==> config.mk <==
export PLATFORM = sky130hd
export DESIGN_NAME = cgr_color_gain_row_noise
export DESIGN_NICKNAME = d
export VERILOG_FILES = /design/src/cgr_pkg.sv /design/src/cgr_gain_calc.sv /design/src/cgr_color_gain_row_noise.sv
export SDC_FILE = /design/constraint.sdc
export NUM_CORES = 1
export LEC_CHECK = 0
export BUFFER_PORTS_ARGS = -buffer_cell sky130_fd_sc_hd__buf_2
export CAP_MARGIN = 20
export CORE_UTILIZATION = 50
export CTS_BUF_LIST = sky130_fd_sc_hd__clkbuf_8
export DETAILED_ROUTE_END_ITERATION = 12
export PLACE_DENSITY = 0.68
export RECOVER_POWER = 100
export SYNTH_ARGS = -nofsm -noshare
export SYNTH_HDL_FRONTEND = slang
export SYNTH_HIERARCHICAL = 1
export SYNTH_SLANG_ARGS = --single-unit
==> constraint.sdc <==
create_clock -name clk -period 12.2 [get_ports clk]
set_clock_uncertainty 0.1 [all_clocks]
set_input_delay 1.22 -clock clk [delete_from_list [all_inputs] [get_ports clk]]
set_output_delay 1.22 -clock clk [all_outputs]
set_load 0.01 [all_outputs]
==> src/cgr_pkg.sv <==
// shared constants, types and register map for the colour gain / row noise block
`default_nettype none
package cgr_pkg;
	// register indices; byte address is four times the index
	localparam logic [5:0] IDX_RED_GAIN    = 6'h2d;
	localparam logic [5:0] IDX_GREEN2_GAIN = 6'h2e;
	localparam logic [5:0] IDX_GLOBAL_GAIN = 6'h2f;
	localparam logic [5:0] IDX_ROW_NOISE   = 6'h30;
	// gain field layout
	localparam int DIG_LSB  = 9;
	localparam int ANA_LSB  = 7;
	localparam int INIT_W   = 7;
	localparam int GAIN_W   = 12;
	localparam int TOTAL_W  = 12;   // gain in units of 0.03125
	localparam logic [11:0] GAIN_RESET = 12'h020;
	// row noise control layout
	localparam int RN_FRAMEWISE = 15;
	localparam int RN_THR_LSB   = 12;
	localparam int RN_SRC       = 11;
	localparam int RN_EN        = 10;
	localparam logic [15:0] RN_RESET = 16'h042a;
	localparam logic [15:0] RN_MASK  = 16'hffff;
	// frame-wise mode uses the first two row pairs of a frame
	localparam logic [1:0] FW_ROWS = 2'h2;
	localparam int PIX_W = 10;
	localparam logic [PIX_W:0] PIX_MAX = 11'h3ff;
	// axi responses
	localparam logic [1:0] RESP_OKAY   = 2'h0;
	localparam logic [1:0] RESP_SLVERR = 2'h2;

	// bayer colour index
	typedef enum logic [1:0] {
		CGR_GREEN1 = 2'b00,
		CGR_RED    = 2'b01,
		CGR_BLUE   = 2'b10,
		CGR_GREEN2 = 2'b11
	} cgr_color_e;

	// one pixel with its colour
	typedef struct packed {
		cgr_color_e       color;
		logic [PIX_W-1:0] data;
	} cgr_pix_s;
endpackage
`default_nettype wire

==> src/cgr_gain_calc.sv <==
// total gain of one colour from its gain register fields
`timescale 1ns/10ps
`default_nettype none
module cgr_gain_calc
	import cgr_pkg::*;
(
	input  wire logic              clk,
	input  wire logic              rst,
	input  wire logic [GAIN_W-1:0] gain_field,
	output logic      [TOTAL_W-1:0] total_gain
);
	// number of doubling bits set, five at most
	logic [2:0] dbl_cnt;

	// each digital or analog bit doubles the gain; initial lsb is 1/32
	always_comb begin
		dbl_cnt = 3'(gain_field[DIG_LSB]) + 3'(gain_field[DIG_LSB+1])
			+ 3'(gain_field[DIG_LSB+2])
			+ 3'(gain_field[ANA_LSB]) + 3'(gain_field[ANA_LSB+1]);
		total_gain = TOTAL_W'(gain_field[INIT_W-1:0]) << dbl_cnt;
	end

	a_unity_scale: assert property (@(posedge clk) disable iff (rst)
		gain_field[11:7] == 5'h00 |-> total_gain == 12'(gain_field[6:0]))
		else $error("initial gain not passed unchanged");
	a_full_doubling: assert property (@(posedge clk) disable iff (rst)
		gain_field[11:7] == 5'h1f |-> total_gain[4:0] == 5'h00
		&& total_gain[11:5] == gain_field[6:0])
		else $error("five doubling bits not x32");
endmodule
`default_nettype wire

==> src/cgr_color_gain_row_noise.sv <==
// colour gain registers, frame-synced gain update and row noise correction
//
// Function
// digital gain bits each double total gain
// analog gain bits each double analog gain
// initial gain is value times 1/32, reset 0x20
// gain writes apply at frame start, no bad frame
// global gain write loads all four colour gains
// global gain read returns green1 gain
// bit clear: correct every colour every row
// bit set: first two row pairs, reused per frame
// gain at/above threshold uses dark column average
// threshold compared per colour; else source bit chooses
// source bit: 0 threshold mean, 1 frame average
// subtract dark average, add ten-bit constant
// enable bit: 0 normal, 1 cancel; resets one
// row noise constant resets to 0x2a
`timescale 1ns/10ps
`default_nettype none
module cgr_color_gain_row_noise
	import cgr_pkg::*;
#(
	parameter int ADDR_W    = 8,
	parameter int DARK_LOG2 = 3   // dark columns per colour per row, log2
) (
	input  wire logic               clk,
	input  wire logic               rst,
	// axi4-lite slave
	input  wire logic [ADDR_W-1:0]  s_axi_awaddr,
	input  wire logic               s_axi_awvalid,
	output logic                    s_axi_awready,
	input  wire logic [31:0]        s_axi_wdata,
	input  wire logic [3:0]         s_axi_wstrb,
	input  wire logic               s_axi_wvalid,
	output logic                    s_axi_wready,
	output logic [1:0]              s_axi_bresp,
	output logic                    s_axi_bvalid,
	input  wire logic               s_axi_bready,
	input  wire logic [ADDR_W-1:0]  s_axi_araddr,
	input  wire logic               s_axi_arvalid,
	output logic                    s_axi_arready,
	output logic [31:0]             s_axi_rdata,
	output logic [1:0]              s_axi_rresp,
	output logic                    s_axi_rvalid,
	input  wire logic               s_axi_rready,
	// frame timing
	input  wire logic               frame_start,
	input  wire logic               row_start,
	// dark column samples of the current row
	input  wire logic               dark_valid,
	input  wire cgr_pix_s           dark_in,
	// black level references per colour (green1, red, blue, green2)
	input  wire logic [4*PIX_W-1:0] bl_thr_mean,
	input  wire logic [4*7-1:0]     bl_frame_avg,
	// active pixel stream
	input  wire logic               pix_valid,
	input  wire cgr_pix_s           pix_in,
	output logic                    pix_out_valid,
	output cgr_pix_s                pix_out,
	// gains applied this frame, units of 0.03125
	output logic [4*TOTAL_W-1:0]    total_gain,
	output logic                    bad_frame
);
	localparam int SUM_W = PIX_W + DARK_LOG2;

	logic [GAIN_W-1:0]  pend_gain [4];   // software view
	logic [GAIN_W-1:0]  act_gain  [4];   // in use this frame
	logic [15:0]        rn_ctrl;         // row noise control
	logic [TOTAL_W-1:0] gain_calc [4];   // combinational totals
	logic [SUM_W-1:0]   dark_sum  [4];   // running dark sums
	logic [DARK_LOG2:0] dark_cnt  [4];   // dark samples this row
	logic [PIX_W-1:0]   dark_avg  [4];   // latched row averages
	logic [1:0]         row_cnt;         // rows since frame start, saturates
	logic               rn_dirty;        // bad-frame field changed
	// write channel holding
	logic               aw_held;
	logic               w_held;
	logic [5:0]         aw_idx;
	logic [31:0]        w_data;
	logic [3:0]         w_strb;
	logic               do_write;
	logic [15:0]        wr_val;
	logic [5:0]         ar_idx;
	logic [31:0]        next_rdata;
	logic               next_rerr;
	// pixel path
	logic [PIX_W-1:0]   sub_val;
	logic               hi_gain;
	logic signed [PIX_W+2:0] corr;
	logic               fw_mode;
	logic               rn_en;
	logic [9:0]         rn_const;

	assign fw_mode  = rn_ctrl[RN_FRAMEWISE];
	assign rn_en    = rn_ctrl[RN_EN];
	assign rn_const = rn_ctrl[9:0];

	// handshake outputs: one write and one read in flight
	assign s_axi_awready = !aw_held && !s_axi_bvalid;
	assign s_axi_wready  = !w_held && !s_axi_bvalid;
	assign s_axi_arready = !s_axi_rvalid;
	assign do_write      = aw_held && w_held && !s_axi_bvalid;

	// merge byte lanes over the old value; only lanes 0 and 1 exist
	function automatic logic [15:0] merge(input logic [15:0] old,
		input logic [31:0] d, input logic [3:0] s);
		merge = {s[1] ? d[15:8] : old[15:8], s[0] ? d[7:0] : old[7:0]};
	endfunction

	always_comb begin
		unique case (aw_idx)
			IDX_RED_GAIN:    wr_val = merge({4'h0, pend_gain[CGR_RED]},
				w_data, w_strb);
			IDX_GREEN2_GAIN: wr_val = merge({4'h0, pend_gain[CGR_GREEN2]},
				w_data, w_strb);
			IDX_GLOBAL_GAIN: wr_val = merge({4'h0, pend_gain[CGR_GREEN1]},
				w_data, w_strb);
			IDX_ROW_NOISE:   wr_val = merge(rn_ctrl, w_data, w_strb);
			default:         wr_val = 16'h0000;
		endcase
	end

	// address and data may arrive in either order
	always_ff @(posedge clk) begin
		if (rst) begin
			aw_held <= 1'b0;
			w_held  <= 1'b0;
			aw_idx  <= 6'h00;
			w_data  <= 32'h0000_0000;
			w_strb  <= 4'h0;
		end else begin
			if (s_axi_awvalid && s_axi_awready) begin
				aw_held <= 1'b1;
				aw_idx  <= s_axi_awaddr[7:2];
			end else if (do_write) begin
				aw_held <= 1'b0;
			end
			if (s_axi_wvalid && s_axi_wready) begin
				w_held <= 1'b1;
				w_data <= s_axi_wdata;
				w_strb <= s_axi_wstrb;
			end else if (do_write) begin
				w_held <= 1'b0;
			end
		end
	end

	// write response; unmapped index answers slverr
	always_ff @(posedge clk) begin
		if (rst) begin
			s_axi_bvalid <= 1'b0;
			s_axi_bresp  <= RESP_OKAY;
		end else if (do_write) begin
			s_axi_bvalid <= 1'b1;
			s_axi_bresp  <= (aw_idx == IDX_RED_GAIN
				|| aw_idx == IDX_GREEN2_GAIN || aw_idx == IDX_GLOBAL_GAIN
				|| aw_idx == IDX_ROW_NOISE) ? RESP_OKAY : RESP_SLVERR;
		end else if (s_axi_bready) begin
			s_axi_bvalid <= 1'b0;
		end
	end

	// pending gains: software-visible, held until frame start
	always_ff @(posedge clk) begin
		if (rst) begin
			for (int c = 0; c < 4; c++) pend_gain[c] <= GAIN_RESET;
		end else if (do_write) begin
			if (aw_idx == IDX_GLOBAL_GAIN) begin
				// one value fans out to every colour
				for (int c = 0; c < 4; c++)
					pend_gain[c] <= wr_val[11:0];
			end else if (aw_idx == IDX_RED_GAIN) begin
				pend_gain[CGR_RED] <= wr_val[11:0];
			end else if (aw_idx == IDX_GREEN2_GAIN) begin
				pend_gain[CGR_GREEN2] <= wr_val[11:0];
			end
		end
	end

	// active gains change only at frame start, never mid-frame
	always_ff @(posedge clk) begin
		if (rst) begin
			for (int c = 0; c < 4; c++) act_gain[c] <= GAIN_RESET;
		end else if (frame_start) begin
			for (int c = 0; c < 4; c++) act_gain[c] <= pend_gain[c];
		end
	end

	// row noise control applies at once; some fields spoil the frame
	always_ff @(posedge clk) begin
		if (rst) begin
			rn_ctrl  <= RN_RESET;
			rn_dirty <= 1'b0;
		end else begin
			if (do_write && aw_idx == IDX_ROW_NOISE) begin
				rn_ctrl <= wr_val & RN_MASK;
			end
			// gain writes never mark the frame bad, only these fields
			if (do_write && aw_idx == IDX_ROW_NOISE
				&& wr_val[11:0] != rn_ctrl[11:0]) begin
				rn_dirty <= 1'b1;
			end else if (frame_start) begin
				rn_dirty <= 1'b0;
			end
		end
	end

	// flag covers the frame in which the change took effect and the whole frame after it
	always_ff @(posedge clk) begin
		if (rst) begin
			bad_frame <= 1'b0;
		end else if (frame_start) begin
			bad_frame <= rn_dirty;
		end else if (rn_dirty) begin
			bad_frame <= 1'b1;
		end
	end

	// read data; the global address shows green1's gain
	assign ar_idx = s_axi_araddr[7:2];
	always_comb begin
		next_rerr = 1'b0;
		unique case (ar_idx)
			IDX_RED_GAIN:    next_rdata = {20'h0, pend_gain[CGR_RED]};
			IDX_GREEN2_GAIN: next_rdata = {20'h0, pend_gain[CGR_GREEN2]};
			IDX_GLOBAL_GAIN: next_rdata = {20'h0, pend_gain[CGR_GREEN1]};
			IDX_ROW_NOISE:   next_rdata = {16'h0, rn_ctrl};
			default: begin
				next_rdata = 32'h0000_0000;
				next_rerr  = 1'b1;
			end
		endcase
	end

	always_ff @(posedge clk) begin
		if (rst) begin
			s_axi_rvalid <= 1'b0;
			s_axi_rdata  <= 32'h0000_0000;
			s_axi_rresp  <= RESP_OKAY;
		end else if (s_axi_arvalid && s_axi_arready) begin
			s_axi_rvalid <= 1'b1;
			s_axi_rdata  <= next_rdata;
			s_axi_rresp  <= next_rerr ? RESP_SLVERR : RESP_OKAY;
		end else if (s_axi_rready) begin
			s_axi_rvalid <= 1'b0;
		end
	end

	// per-colour gain totals, registered for output
	for (genvar g = 0; g < 4; g++) begin : g_gain
		cgr_gain_calc u_calc (
			.clk        (clk),
			.rst        (rst),
			.gain_field (act_gain[g]),
			.total_gain (gain_calc[g])
		);
		always_ff @(posedge clk) begin
			if (rst) begin
				total_gain[g*TOTAL_W +: TOTAL_W] <= TOTAL_W'(0);
			end else begin
				total_gain[g*TOTAL_W +: TOTAL_W] <= gain_calc[g];
			end
		end
	end

	// row counter; frame-wise mode only learns in the first rows
	always_ff @(posedge clk) begin
		if (rst || frame_start) begin
			row_cnt <= 2'h0;
		end else if (row_start && row_cnt != 2'h3) begin
			row_cnt <= row_cnt + 2'h1;
		end
	end

	// dark column averaging; count is a power of two, so no divider
	always_ff @(posedge clk) begin
		if (rst) begin
			for (int c = 0; c < 4; c++) begin
				dark_sum[c] <= SUM_W'(0);
				dark_cnt[c] <= '0;
				dark_avg[c] <= PIX_W'(0);
			end
		end else if (row_start || frame_start) begin
			for (int c = 0; c < 4; c++) begin
				dark_sum[c] <= SUM_W'(0);
				dark_cnt[c] <= '0;
			end
		end else if (dark_valid && !dark_cnt[dark_in.color][DARK_LOG2]) begin
			dark_sum[dark_in.color] <= dark_sum[dark_in.color]
				+ SUM_W'(dark_in.data);
			dark_cnt[dark_in.color] <= dark_cnt[dark_in.color] + 1'b1;
			// last sample of the row closes the average
			if (dark_cnt[dark_in.color] == (DARK_LOG2+1)'((1 << DARK_LOG2) - 1)
				&& (!fw_mode || row_cnt < FW_ROWS)) begin
				dark_avg[dark_in.color] <= PIX_W'((dark_sum[dark_in.color]
					+ SUM_W'(dark_in.data)) >> DARK_LOG2);
			end
		end
	end

	// subtraction source chosen per colour by its own analog gain
	always_comb begin
		hi_gain = {1'b0, act_gain[pix_in.color][ANA_LSB+1:ANA_LSB]}
			>= rn_ctrl[RN_THR_LSB+2:RN_THR_LSB];
		if (hi_gain) begin
			sub_val = dark_avg[pix_in.color];
		end else if (rn_ctrl[RN_SRC]) begin
			// frame average is stale by one offset adjustment
			sub_val = PIX_W'(bl_frame_avg[pix_in.color*7 +: 7]);
		end else begin
			sub_val = bl_thr_mean[pix_in.color*PIX_W +: PIX_W];
		end
		corr = $signed({3'b000, pix_in.data}) - $signed({3'b000, sub_val})
			+ $signed({3'b000, rn_const});
	end

	// output stage, clamped to the pixel range
	always_ff @(posedge clk) begin
		if (rst) begin
			pix_out_valid <= 1'b0;
			pix_out       <= '0;
		end else begin
			pix_out_valid <= pix_valid;
			if (pix_valid) begin
				pix_out.color <= pix_in.color;
				if (!rn_en) begin
					pix_out.data <= pix_in.data;
				end else if (corr < 0) begin
					pix_out.data <= PIX_W'(0);
				end else if (corr > $signed({2'b00, PIX_MAX})) begin
					pix_out.data <= PIX_MAX[PIX_W-1:0];
				end else begin
					pix_out.data <= corr[PIX_W-1:0];
				end
			end
		end
	end

	a_gain_frame_hold: assert property (@(posedge clk) disable iff (rst)
		!frame_start |=> $stable(act_gain[CGR_RED]))
		else $error("active gain moved outside frame start");
	a_gain_frame_take: assert property (@(posedge clk) disable iff (rst)
		frame_start |=> act_gain[CGR_GREEN2] == $past(pend_gain[CGR_GREEN2]))
		else $error("pending gain not applied at frame start");
	a_global_fanout: assert property (@(posedge clk) disable iff (rst)
		do_write && aw_idx == IDX_GLOBAL_GAIN |=> pend_gain[0] == pend_gain[1]
		&& pend_gain[2] == pend_gain[3] && pend_gain[0] == pend_gain[3])
		else $error("global write did not reach all colours");
	a_global_readback: assert property (@(posedge clk) disable iff (rst)
		s_axi_arvalid && s_axi_arready && ar_idx == IDX_GLOBAL_GAIN
		&& !do_write |=> s_axi_rdata[11:0] == pend_gain[CGR_GREEN1])
		else $error("global read not green1 value");
	a_bypass_path: assert property (@(posedge clk) disable iff (rst)
		pix_valid && !rn_en |=> pix_out.data == $past(pix_in.data))
		else $error("bypass altered pixel");
	a_corr_math: assert property (@(posedge clk) disable iff (rst)
		pix_valid && rn_en && corr >= 0 && corr <= 1023
		|=> 11'(pix_out.data) + 11'($past(sub_val))
		== 11'($past(pix_in.data)) + 11'($past(rn_const)))
		else $error("row noise correction arithmetic wrong");
	a_hi_gain_src: assert property (@(posedge clk) disable iff (rst)
		pix_valid && rn_en && act_gain[pix_in.color][8:7] == 2'b11
		&& rn_ctrl[14:12] <= 3'h3 && rn_const == 10'h000
		&& pix_in.data >= dark_avg[pix_in.color]
		|=> pix_out.data == $past(pix_in.data) - $past(dark_avg[pix_in.color]))
		else $error("high gain did not use dark average");
	a_low_src_sel: assert property (@(posedge clk) disable iff (rst)
		pix_valid && rn_ctrl[14:12] > 3'h3 && !rn_ctrl[RN_SRC]
		|-> sub_val == bl_thr_mean[pix_in.color*PIX_W +: PIX_W])
		else $error("low gain source not threshold mean");
	a_framewise_freeze: assert property (@(posedge clk) disable iff (rst)
		fw_mode && row_cnt >= FW_ROWS && !frame_start
		|=> $stable(dark_avg[CGR_RED]))
		else $error("frame-wise average recalculated mid-frame");
	a_reset_values: assert property (@(posedge clk)
		$past(rst) |-> rn_ctrl == RN_RESET && pend_gain[CGR_RED] == 12'h020)
		else $error("reset values wrong");

	c_global_write: cover property (@(posedge clk) disable iff (rst)
		do_write && aw_idx == IDX_GLOBAL_GAIN);
	c_frame_apply: cover property (@(posedge clk) disable iff (rst)
		frame_start && pend_gain[CGR_RED] != act_gain[CGR_RED]);
	c_framewise_pix: cover property (@(posedge clk) disable iff (rst)
		pix_valid && rn_en && fw_mode && row_cnt == 2'h3);
	c_clamp_low: cover property (@(posedge clk) disable iff (rst)
		pix_valid && rn_en && corr < 0);
endmodule
`default_nettype wire

# Word-level counts from Yosys, hierarchy flattened
# Memory sizes are Yosys's and may differ from the RTL's.
# Index checks and enable logic that the tools add are counted.
dict set report classes {
  add_sub_neg 21
  n_lt_le_gt_ge 4
  mul 2
  muxes 87
  shifts 6
  eq_ne 12
  reduce_logical 35
  bitwise_logic 18
}
# operator count
set op_table {}
lappend op_table {{one-hot mux 16 bit (4 select lines)} 2}
lappend op_table {{2-to-1 mux 12 bit} 10}
lappend op_table {{2-to-1 mux 13 bit} 5}
lappend op_table {{2-to-1 mux 8 bit} 8}
lappend op_table {{2-to-1 mux 10 bit} 6}
lappend op_table {{equality test 6 bit (second input constant)} 8}
lappend op_table {{left shift 7 x 3 -> 12 bit} 4}
lappend op_table {{2-to-1 mux 1 bit} 46}
lappend op_table {{indexed part select 40 x 7 -> 10 bit} 1}
lappend op_table {{adder 3 x 1 -> 3 bit} 12}
lappend op_table {{indexed part select 28 x 6 -> 7 bit} 1}
lappend op_table {{2-to-1 mux 4 bit} 5}
lappend op_table {{bitwise OR 1 bit} 18}
lappend op_table {{adder 13 x 10 -> 13 bit} 1}
lappend op_table {{OR reduction 13 bit} 1}
lappend op_table {{adder 11 x 11 -> 12 bit} 1}
lappend op_table {{greater-than comparator 12 x 11 -> 1 bit (second input constant)} 1}
lappend op_table {{logical AND 1 bit} 12}
lappend op_table {{< comparator 12 x 1 -> 1 bit (second input constant)} 1}
lappend op_table {{inequality test 12 bit} 1}
lappend op_table {{nonzero test 2 bit} 6}
lappend op_table {{subtractor 10 x 10 -> 11 bit} 1}
lappend op_table {{multiplier 2 x 3 -> 5 bit (second input constant)} 2}
lappend op_table {{2-to-1 mux 2 bit} 5}
lappend op_table {{12 further kinds} 27}
dict set report totals {
  ramBits 204
  memories 5
  register_bits 145
  output_inout_bits 103
  elab_cells 212
  input_bits 155
}
# memory words word_bits rd rd_clocked_by_memory_dff wr line_no
set memory_table {}
lappend memory_table {dark_sum 4 13 1 0 4 cgr_color_gain_row_noise.sv:70} ;# logic [SUM_W-1:0] dark_sum [4];
lappend memory_table {act_gain 4 12 5 0 4 cgr_color_gain_row_noise.sv:67} ;# logic [GAIN_W-1:0] act_gain [4];
lappend memory_table {pend_gain 4 12 4 0 4 cgr_color_gain_row_noise.sv:66} ;# logic [GAIN_W-1:0] pend_gain [4];
lappend memory_table {dark_avg 4 10 1 0 4 cgr_color_gain_row_noise.sv:72} ;# logic [PIX_W-1:0] dark_avg [4];
lappend memory_table {dark_cnt 4 4 1 0 4 cgr_color_gain_row_noise.sv:71} ;# logic [DARK_LOG2:0] dark_cnt [4];

# Depth between registers and ports, before layout
# Gate-level depths: netlist of run 1.
dict set report depth {
  ltp_word 10
  depth_mapped 26
  ltp_nobuf 24
}

# Hierarchy
# The synthesis of run 1 kept the hierarchy.
# mod cells_per_inst instances area_per_inst_um2 seq_area_each_um2
set modules_own_cells {}
lappend modules_own_cells {cgr_color_gain_row_noise 1407 1 15579.9 8668.3}
lappend modules_own_cells {cgr_gain_calc 52 4 427.9 0.0}

# Worst setup path after synthesis of run 1
# Ideal clock, no wire load.
dict set report synth_timing {
  path_type {in2reg}
  from {in pix_in[10] (netlist name)}
  to {reg pix_out[3] (netlist name)}
  path_buffers 2
  arrival_ns 6.051
  required_time_ns 12.009
  path_slack_ns 5.958
  setup_ns 0.091
  stages 24
  path_cell_list {buf_1 -> mux4_2 -> inv_1 -> ha_1 -> nand2b_1 -> a21oi_1 -> nor2_1 -> clkbuf_1 -> o21ai_0 -> ha_1 -> inv_1 -> fa_1 -> a21oi_1 -> inv_1 -> a21oi_1 -> xnor2_1 -> ha_1 -> and2_1 -> o21ai_0 -> nand3_1 -> a41oi_1 -> xor2_1 -> o21ai_0 -> a311oi_1}
}
dict set report synth_between {
  elab_chain_len 10
  elab_cells_between_ends 16
  classes_between {add/sub: 2; mul: 2; order compare: 3; shift: 2; mux: 5; memory: 2}
}
# item line_no
set synth_rtl {}
lappend synth_rtl {{start, declared} cgr_color_gain_row_noise.sv:57} ;# input wire cgr_pix_s pix_in,
lappend synth_rtl {{multiplier 2 x 3 -> 5 bit (on tied branches)} {cgr_color_gain_row_noise.sv:311, cgr_color_gain_row_noise.sv:309}}
lappend synth_rtl {{indexed part select 40 x 7 -> 10 bit or indexed part select 28 x 6 -> 7 bit (tied branches)} {cgr_color_gain_row_noise.sv:311, cgr_color_gain_row_noise.sv:309}}
lappend synth_rtl {{2-to-1 mux 10 bit} cgr_color_gain_row_noise.sv:307} ;# end else if (rn_ctrl[RN_SRC]) begin
lappend synth_rtl {{2-to-1 mux 10 bit (*)} cgr_color_gain_row_noise.sv:305} ;# if (hi_gain) begin
lappend synth_rtl {{subtractor 10 x 10 -> 11 bit (*)} cgr_color_gain_row_noise.sv:313} ;# corr = $signed({3'b000, pix_in.data}) - $signed({3'b000, sub_val})
lappend synth_rtl {{adder 11 x 11 -> 12 bit (*)} cgr_color_gain_row_noise.sv:314} ;# + $signed({3'b000, rn_const});
lappend synth_rtl {{greater-than comparator 12 x 11 -> 1 bit} cgr_color_gain_row_noise.sv:330} ;# end else if (corr > $signed({2'b00, PIX_MAX})) begin
lappend synth_rtl {{2-to-1 mux 10 bit} cgr_color_gain_row_noise.sv:330}
lappend synth_rtl {{2-to-1 mux 10 bit (*)} cgr_color_gain_row_noise.sv:328} ;# end else if (corr < 0) begin
lappend synth_rtl {{2-to-1 mux 10 bit (*)} cgr_color_gain_row_noise.sv:326} ;# if (!rn_en) begin
lappend synth_rtl {{end, declared} cgr_color_gain_row_noise.sv:59} ;# output cgr_pix_s pix_out,
# Every way passes the cells marked *; elsewhere a longest branch is shown, timed or not.
# A chain may end at the register's enable or synchronous reset.

# Worst setup path in the final report of run 1
dict set report layout_timing {
  from {in pix_in[11] (netlist name)}
  to {reg pix_out[1] (netlist name)}
}
# Same word-level chain as after synthesis.

==> results.cfg, run 1 <==
[finish]
finish.utilization_pct = 58.0
syn2layout_area_growth_pct = 13.3
drive_above_1_share_pct = 17.2
fillers = 2980
nets = 2018

[routing]
route.vias.total = 12900
drtAntennaViolNets = 0
via_per_inst = 5.60
wl_met1_mm = 18.1
drtIter0Drc = 1177
first_pass_iters = 9
wl_met3_mm = 3.60
highest_layer = met4
wirelength_mm = 44.4
drc = 0
routedWlPerCell_microns = 19.2
wl_met2_mm = 21.3

[min_path]
holdCritPathClass = flip-flop to flip-flop

[critical_path]
startpoint_type = input pin
worst-path-max-fanout = 30
crit_family = buffers and inverters
critPathCaptureType = flip-flop
crit_buf_inv = 6
cp_data_arrival_time_ns = 8.30
crit_type = input pin to flip-flop
critPathSlowestCell = clkbuf_1
cp.required_ns = 12.58
slowest_delay_ns = 1.36

[yosys]
yosysTopAreaCell = edfxtp_1
async_reset_ff_share_pct = 0
synth.distinct_cells = 77
synth_seq_cells = 331
synthTopCellsByArea = edfxtp_1 35%, dfxtp_1 15%, mux4_2 6.4%
ys_warn_count = 6
avgSynthCellArea_sq_um = 10.7
synth-edff-count = 204
synth_top_cells_by_count = 260 x nor2_1, 204 x edfxtp_1, 127 x dfxtp_1
yosysTopAreaCellShare_pct = 35.4
synth_ff_type = edfxtp_1
syn_inst = 1615
syn_area_sq_um = 17300
seq_area_frac_synth_pct = 50.1
synth.most_common_cell = nor2_1

[status]
outcome = complete, but fails checks
violations = max-capacitance violations, max-slew violations

[sta]
rsz0062_at_grt = false
slew_violations = 300
hold_viol = 0
relSlewSlack_pct = -110
max_freq_ghz = 0.126
worstMarginPinSlew_ns = 3.16
period_share_pct = 64.9
min_period_ns = 7.92
finalSetupViolCount = 0
fin_setup_tns_ns = 0

[global_routing]
grt_max_degree = 79
antenna_found_initial = 1
grt_pass1_wl_mm = 68.7
grt_pass1_vias = 12500
grt_overflow = 0
track_usage_pct = 25.0

[clock_network]
cts.repair.resized = 0
clk-insertion-delay-late_ns = 0.62
cts_tree = built
cts_hold_buffers = 0
cts_root_buf = clkbuf_8
clk_pin_slew_ns = 0.06
htreeDepth = 2
cts_made_buffers = 56
cts_setup_buffers = 0
cts_buffer_depth = 3
clock_sinks = 331

[die]
core_sq_um = 33800
initial_core_util_pct = 51.2
die_area_sq_um = 35300
die-height_microns = 188
pin_count = 258
num_rows = 67
die_w_microns = 188

[place]
gp_congestion = 0.886
io_buffers = 217
hpwl_mm = 31.5

[run]
maxCapViolations = 6

[power_and_ir_drop]
peakVddDrop_mv = 0.0991
leakage_nw = 7.61
p_per_area_nw_per_um2 = 145
-- placed cells by master (no fill, tap or decap), types with 36 or more instances in the layout --
master,instances
a21oi_1,97
buf_2,130
clkbuf_1,94
clkbuf_8,67
dfxtp_1,127
edfxtp_1,204
ha_1,43
inv_1,70
mux2i_1,59
mux4_2,49
nand2_1,111
nand3_1,38
nor2_1,259
nor2b_1,60
o21ai_0,36
-- state kept, by name, summed over array words and instances, names as in the netlist, 16 cells and up --
name / cells
dark_cnt: 16
dark_sum: 52
w_data: 16
rn_ctrl: 16
dark_avg: 40
total_gain: 48
pend_gain: 48
act_gain: 48
s_axi_rdata: 16
-- power by group --
part	switching (mW)	total (mW)	internal [mW]
logic	0.296	0.517	0.221
clock network	0.456	1.04	0.583
registers	0.0315	1.28	1.25
-- through the flow --
step	power, mW	cell area (sq um)	setup slack, ns	instances	hold WS (ns)
detailed placement	1.82	18500	5.31	2197	0.346
finish	2.83	19600	4.28	2306	0.356
CTS	2.86	19700	5.93	2303	0.356
floorplan	1.68	17400	5.96	1632	0.331
global route	2.96	19600	3.58	2305	0.368
global placement	1.81	18500	5.37	2197	0.340
-- tightest hold or removal path: cells and delay by family (launching register included) --
kind	cells	cell delay [ns]
flops	1	0.31
simple gates	1	0.05
compound gates	1	0.05
-- kinds of logic after synthesis --
logic type                 after synthesis  share of synthesized area (%)
buffers and inverters                  167                           4.57
xor gates and xnor gates                26                           1.32
AOI/OAI and AO/OA                      273                           10.5
and+or+nand+nor                        624                           17.2
DFF                                    331                           50.1
adders and majority gates               54                           4.38
other                                    1                         0.0217
muxes                                  139                           11.9
-- worst paths after layout --
path	endpoint	start	depth (start not counted)	slack [ns]
max	pix_out[1]	pix_in[11]	26	4.28
min reg2reg	s_axi_rdata[13]	s_axi_rdata[13]	2	0.36
min	s_axi_rdata[13]	s_axi_rdata[13]	2	0.36
max reg2reg	pix_out[1]	act_gain[1][7]	23	5.98
-- layout make-up --
cell class / count / area [sq um] / area share, %
antenna: 1 / 2.50 / 0.0128
clock buffer: 67 / 922 / 4.71
clock inverter: 39 / 272 / 1.39
inverter: 51 / 191 / 0.977
multi-input combinational: 1134 / 7900 / 40.3
sequential: 331 / 8670 / 44.2
tap: 448 / 561 / 2.86
timing repair buffer: 235 / 1090 / 5.54
-- layer usage --
layer / track usage, % / vias up
met5: 0 / -
met1: 32.7 / 6077
met4: 8.51 / 0
met3: 4.12 / 100
li1: - / 6172
met2: 42.1 / 564
No activity file was read; power rests on OpenSTA's default activity.
==> run 2: changes to the inputs <==
Settings changed: ABC_AREA set to 1.
Clock period 12.2 ns to 7.44 ns, I/O delays scaled along.
==> run 2 against run 1 <==
  * The flow still finishes with violations (max-capacitance violations, max-slew violations)
  * Via count increased by 18%
  * First-iteration DRC count decreased by 1.1%
  * Synthesized cell count increased by 34%
  * Design area increased by 1.2%
  * Final cell count increased by 24%
  * Worst hold slack got worse by 0.14 ns
  * Combinational power increased by 86%
  * Clock power increased by 53%
  * Register-to-register slack got worse by 3.9 ns
  * Routed wire length increased by 9.7%
  * Core utilization decreased by 0.73 points
==> results.cfg, run 2 <==
[clock_network]
clk_pin_slew_ns = 0.06
cts_buffer_depth = 3
clk-insertion-delay-late_ns = 0.62
cts_made_buffers = 55
cts_tree = built
cts.repair.resized = 0
cts_root_buf = clkbuf_8
htreeDepth = 2
cts_hold_buffers = 0
clock_sinks = 331
cts_setup_buffers = 0

[power_and_ir_drop]
p_per_area_nw_per_um2 = 235
leakage_nw = 8.80
peakVddDrop_mv = 0.204
p_total_mw = 4.66

[critical_path]
critPathCaptureType = flip-flop
crit_buf_inv = 4
crit_type = input pin to flip-flop
worst-path-max-fanout = 27
cp_data_arrival_time_ns = 6.62
cp.required_ns = 7.87
crit_start = pix_in[11]
crit-reg2reg-launch = act_gain[2][7]
crit_top_cell = a21oi_1
startpoint_type = input pin
critPathSlowestCell = clkbuf_1
slowest_delay_ns = 0.88
crit_family = compound AO/OA/AOI/OAI gates

[yosys]
async_reset_ff_share_pct = 0
syn_area_sq_um = 17600
syn_inst = 2165
synth-edff-count = 204
avgSynthCellArea_sq_um = 8.14
ys_warn_count = 6
synth.distinct_cells = 48
synthTopCellsByArea = edfxtp_1 35%, dfxtp_1 14%, nor2_1 9.0%
seq_area_frac_synth_pct = 49.2
synth.most_common_cell = nor2_1
synth_ff_type = edfxtp_1
synth_seq_cells = 331
synth_top_cells_by_count = 423 x nor2_1, 413 x nand2_1, 237 x inv_1
yosysTopAreaCellShare_pct = 34.7
yosysTopAreaCell = edfxtp_1

[finish]
antenna_cells = 0
drive_above_1_share_pct = 11.9
largest-register = dark_sum
mostFrequentLayoutCells = 424 x nor2_1, 421 x nand2_1, 253 x inv_1
syn2layout_area_growth_pct = 12.5
final_cells = 2866
largest_register_ffs = 52
final_common_cell = nor2_1
nets = 2578

[sta]
min_period_ns = 6.18
relSlewSlack_pct = -88.7
max_freq_ghz = 0.162
period_share_pct = 83.1
slew_violations = 233
worstMarginPinSlew_ns = 2.83
hold-worst-slack_ns = 0.217
fin_setup_tns_ns = 0
finalSetupViolCount = 0
rsz0062_at_grt = false
hold_viol = 0

[status]
violations = max-capacitance violations, max-slew violations
outcome = complete, but fails checks

[place]
io_buffers = 217
hpwl_mm = 34.8
dp.cells = 2766
gp_congestion = 0.931

[routing]
route.vias.total = 15300
drc = 0
drtAntennaViolNets = 0
drtIter0Drc = 1164
first_pass_iters = 6
routedWlPerCell_microns = 17.0
wirelength_mm = 48.6
via_per_inst = 5.33

[global_routing]
track_usage_pct = 26.8
grt-busiest-layer = met2
grt_max_degree = 60
grt_pass1_wl_mm = 75.2
grt_use_met2_pct = 44.0
antenna_found_initial = 0
grt_overflow = 0
grt_pass1_vias = 14300
met1_usage_pct = 35.3
grtUsageMet3_pct = 4.02

[die]
die-height_microns = 190
die_w_microns = 190
pin_count = 258
die_area_sq_um = 36000
num_rows = 68
initial_core_util_pct = 50.9
core_sq_um = 34600

[run]
maxCapViolations = 5

[min_path]
holdCritPathClass = input pin to flip-flop
hold_start = s_axi_bready
[run 2: path summary, 6_finish.rpt]
kind / endpoint / slack (ns) / cells past startpoint
worst max-delay path: pix_out[2] / 1.26 / 25
worst min-delay path: s_axi_bvalid / 0.22 / 2
worst max register to register: pix_out[2] / 2.04 / 24
worst min register to register: rn_dirty / 0.36 / 2
[run 2: metal layers]
layer  vias to the layer above  share of wire (%)
met4                         0                3.6
met5                         -                  0
met3                       112                7.6
met2                       612                 47
li1                       7485                  -
met1                      7070                 42
[run 2: through the flow]
stage	worst slack [ns]	cell area [sq um]	utilization (%)
final	1.26	19800	57.3
after global placement	1.66	19000	54.7
after floorplan	1.93	17700	-
after CTS	2.15	20100	57.9
after detailed placement	1.50	19000	54.8
after global routing	0.862	19800	57.3
[run 2: cell families (layout without fill, tap and decap cells)]
family          after synthesis  after routing  share of synthesized area, %
compound gates              338            338                          10.9
xor+xnor                     31             31                          1.54
fa+ha+maj                    54             54                          4.30
buf+inv                     352            581                          8.47
flops                       331            331                          49.2
other cells                   1             18                        0.0213
simple gates               1058           1058                          25.6
[run 2: where the power goes]
| part | internal [mW] | switching [mW] | leakage (nW) |
|---|---|---|---|
| registers | 2.05 | 0.0491 | 3.25 |
| logic | 0.317 | 0.647 | 4.92 |
| clock network | 0.859 | 0.735 | 0.629 |
[run 2: area by class of cell]
class / instances / area [sq um]
sequential: 331 / 8670
clock inverter: 34 / 195
tap: 455 / 569
timing repair buffer: 233 / 1070
fill: 3280 / 14800
inverter: 249 / 952
clock buffer: 65 / 895
multi-input combinational: 1499 / 7490
==> run 3: changes to the inputs <==
Settings changed: PLACE_DENSITY 0.68 to 0.71.
Clock period 7.44 ns to 5.65 ns, I/O delays scaled along.
==> run 3 against run 2 <==
  * The flow still finishes with violations (max-capacitance violations, max-slew violations)
  * First-iteration DRC count increased by 3.4%
  * Combinational power is 32% higher
  * Final cell count grew 0.42%
  * Via count rose by 0.45%
  * Core utilization grew 0.67 points
  * Largest cell class unchanged
==> results.cfg, run 3 (synthesis results as in run 2) <==
[finish]
syn2layout_area_growth_pct = 13.8
largest_register_ffs = 52
finish.utilization_pct = 58.0
mostFrequentLayoutCells = 424 x nor2_1, 417 x nand2_1, 255 x inv_1
finish.instance_area_sq_um = 20100
final_common_cell = nor2_1
largest-register = dark_sum
drive_above_1_share_pct = 12.6
final_cells = 2878
nets = 2580

[sta]
fin_ws_ns = 0.566
rsz0062_at_grt = false
period_share_pct = 90.0
hold_viol = 0
relSlewSlack_pct = -94.1
max_freq_ghz = 0.197
worstMarginPinSlew_ns = 2.91
fin_setup_tns_ns = 0
hold-worst-slack_ns = 0.0366
min_period_ns = 5.08
slew_violations = 195
finalSetupViolCount = 0

[routing]
via_per_inst = 5.33
drc = 0
drtAntennaViolNets = 0
wirelength_mm = 47.9
routedWlPerCell_microns = 16.6
route.vias.total = 15300
drtIter0Drc = 1204
first_pass_iters = 6

[place]
place_area_sq_um = 19000
dp.cells = 2768
gp_congestion = 0.952
io_buffers = 217
place_ws_ns = 0.262
hpwl_mm = 34.5

[global_routing]
grt_use_met2_pct = 43.6
grt_pass1_wl_mm = 74.6
grt_overflow = 0
track_usage_pct = 26.6
grt_max_degree = 60
grt-busiest-layer = met2
grt_pass1_vias = 14500
met1_usage_pct = 34.2
antenna_found_initial = 6
grtUsageMet3_pct = 4.57

[clock_network]
clock_sinks = 331
htreeDepth = 2
cts.repair.resized = 0
cts_made_buffers = 55
clk-insertion-delay-late_ns = 0.63
cts_hold_buffers = 0
cts_root_buf = clkbuf_8
clk_pin_slew_ns = 0.06
cts_tree = built
cts_buffer_depth = 3
cts_setup_buffers = 0

[critical_path]
startpoint_type = flip-flop
cp_data_arrival_time_ns = 5.54
r2r_setup_slack_ns = 0.57
crit-reg2reg-launch = act_gain[2][7]
endpoint = pix_out[2]
r2r_cells = 25
crit_type = flip-flop to flip-flop
worst-path-max-fanout = 17
cp.required_ns = 6.11
crit_start = act_gain[2][7]
critPathCaptureType = flip-flop
worstReg2RegEnd = pix_out[2]

[die]
num_rows = 68
pin_count = 258
die-height_microns = 190
die_w_microns = 190
die_area_sq_um = 36000
core_sq_um = 34600
initial_core_util_pct = 50.9

[status]
outcome = complete, but fails checks
violations = max-capacitance violations, max-slew violations

[power_and_ir_drop]
p_total_mw = 6.38
leakage_nw = 8.90
peakVddDrop_mv = 0.234
p_per_area_nw_per_um2 = 318

[min_path]
holdCritPathClass = input pin to flip-flop

[run]
maxCapViolations = 4
## run 3: cell types whose count changed in the layout (fill, tap and decap cells not counted), sizes merged
| cell | before | now |
|---|---|---|
| buf | 137 | 142 |
| diode | 0 | 5 |
| bufinv | 2 | 6 |
| clkinv | 17 | 13 |
| inv | 261 | 265 |
| clkbuf | 161 | 160 |
| clkinvlp | 3 | 2 |
## run 3: final cells by class
type	count	area (sq um)
fill	3200	14600
inverter	249	965
timing repair buffer	235	1090
sequential	331	8670
clock buffer	67	922
tap	455	569
clock inverter	37	317
antenna	5	12.5
multi-input combinational	1499	7520
## run 3: layer usage
layer	vias to the layer above	part of all wire, %
met3	116	8.4
li1	7527	-
met4	2	4.0
met5	-	0.017
met2	622	47
met1	7080	41
## run 3: where the power goes
group	total, mW	switching, mW	internal (mW)
logic	1.27	0.847	0.423
clock network	2.34	0.991	1.35
registers	2.77	0.0700	2.70
## run 3: how the worst min path moves through the flow
stage	end	from	cells after the start
floorplan	rn_dirty	rn_dirty	2
global placement	rn_ctrl[15]	w_data[15]	2
global route	s_axi_bvalid	s_axi_bready	2
detailed placement	rn_ctrl[15]	w_data[15]	2
finish	s_axi_bvalid	s_axi_bready	2
CTS	s_axi_bvalid	s_axi_bready	2
## run 3: critical path, stage by stage (launching register included)
cell	delay (ns)
edfxtp_1	0.49
nand2_1	0.08
a32o_1	0.23
ha_1	0.28
o21ai_0	0.08
a21oi_1	0.22
buf_4	0.26
a221o_1	0.13
o21ai_0	0.07
inv_1	0.07
ha_1	0.13
inv_1	0.06
fa_1	0.44
a31oi_1	0.31
o21ai_0	0.19
a31oi_1	0.20
xnor2_1	0.12
ha_1	0.30
nand2_1	0.07
nor2_1	0.14
o21ai_0	0.10
nand3_1	0.12
nand2_1	0.10
a21oi_2	0.35
o21ai_0	0.21
a21oi_1	0.15
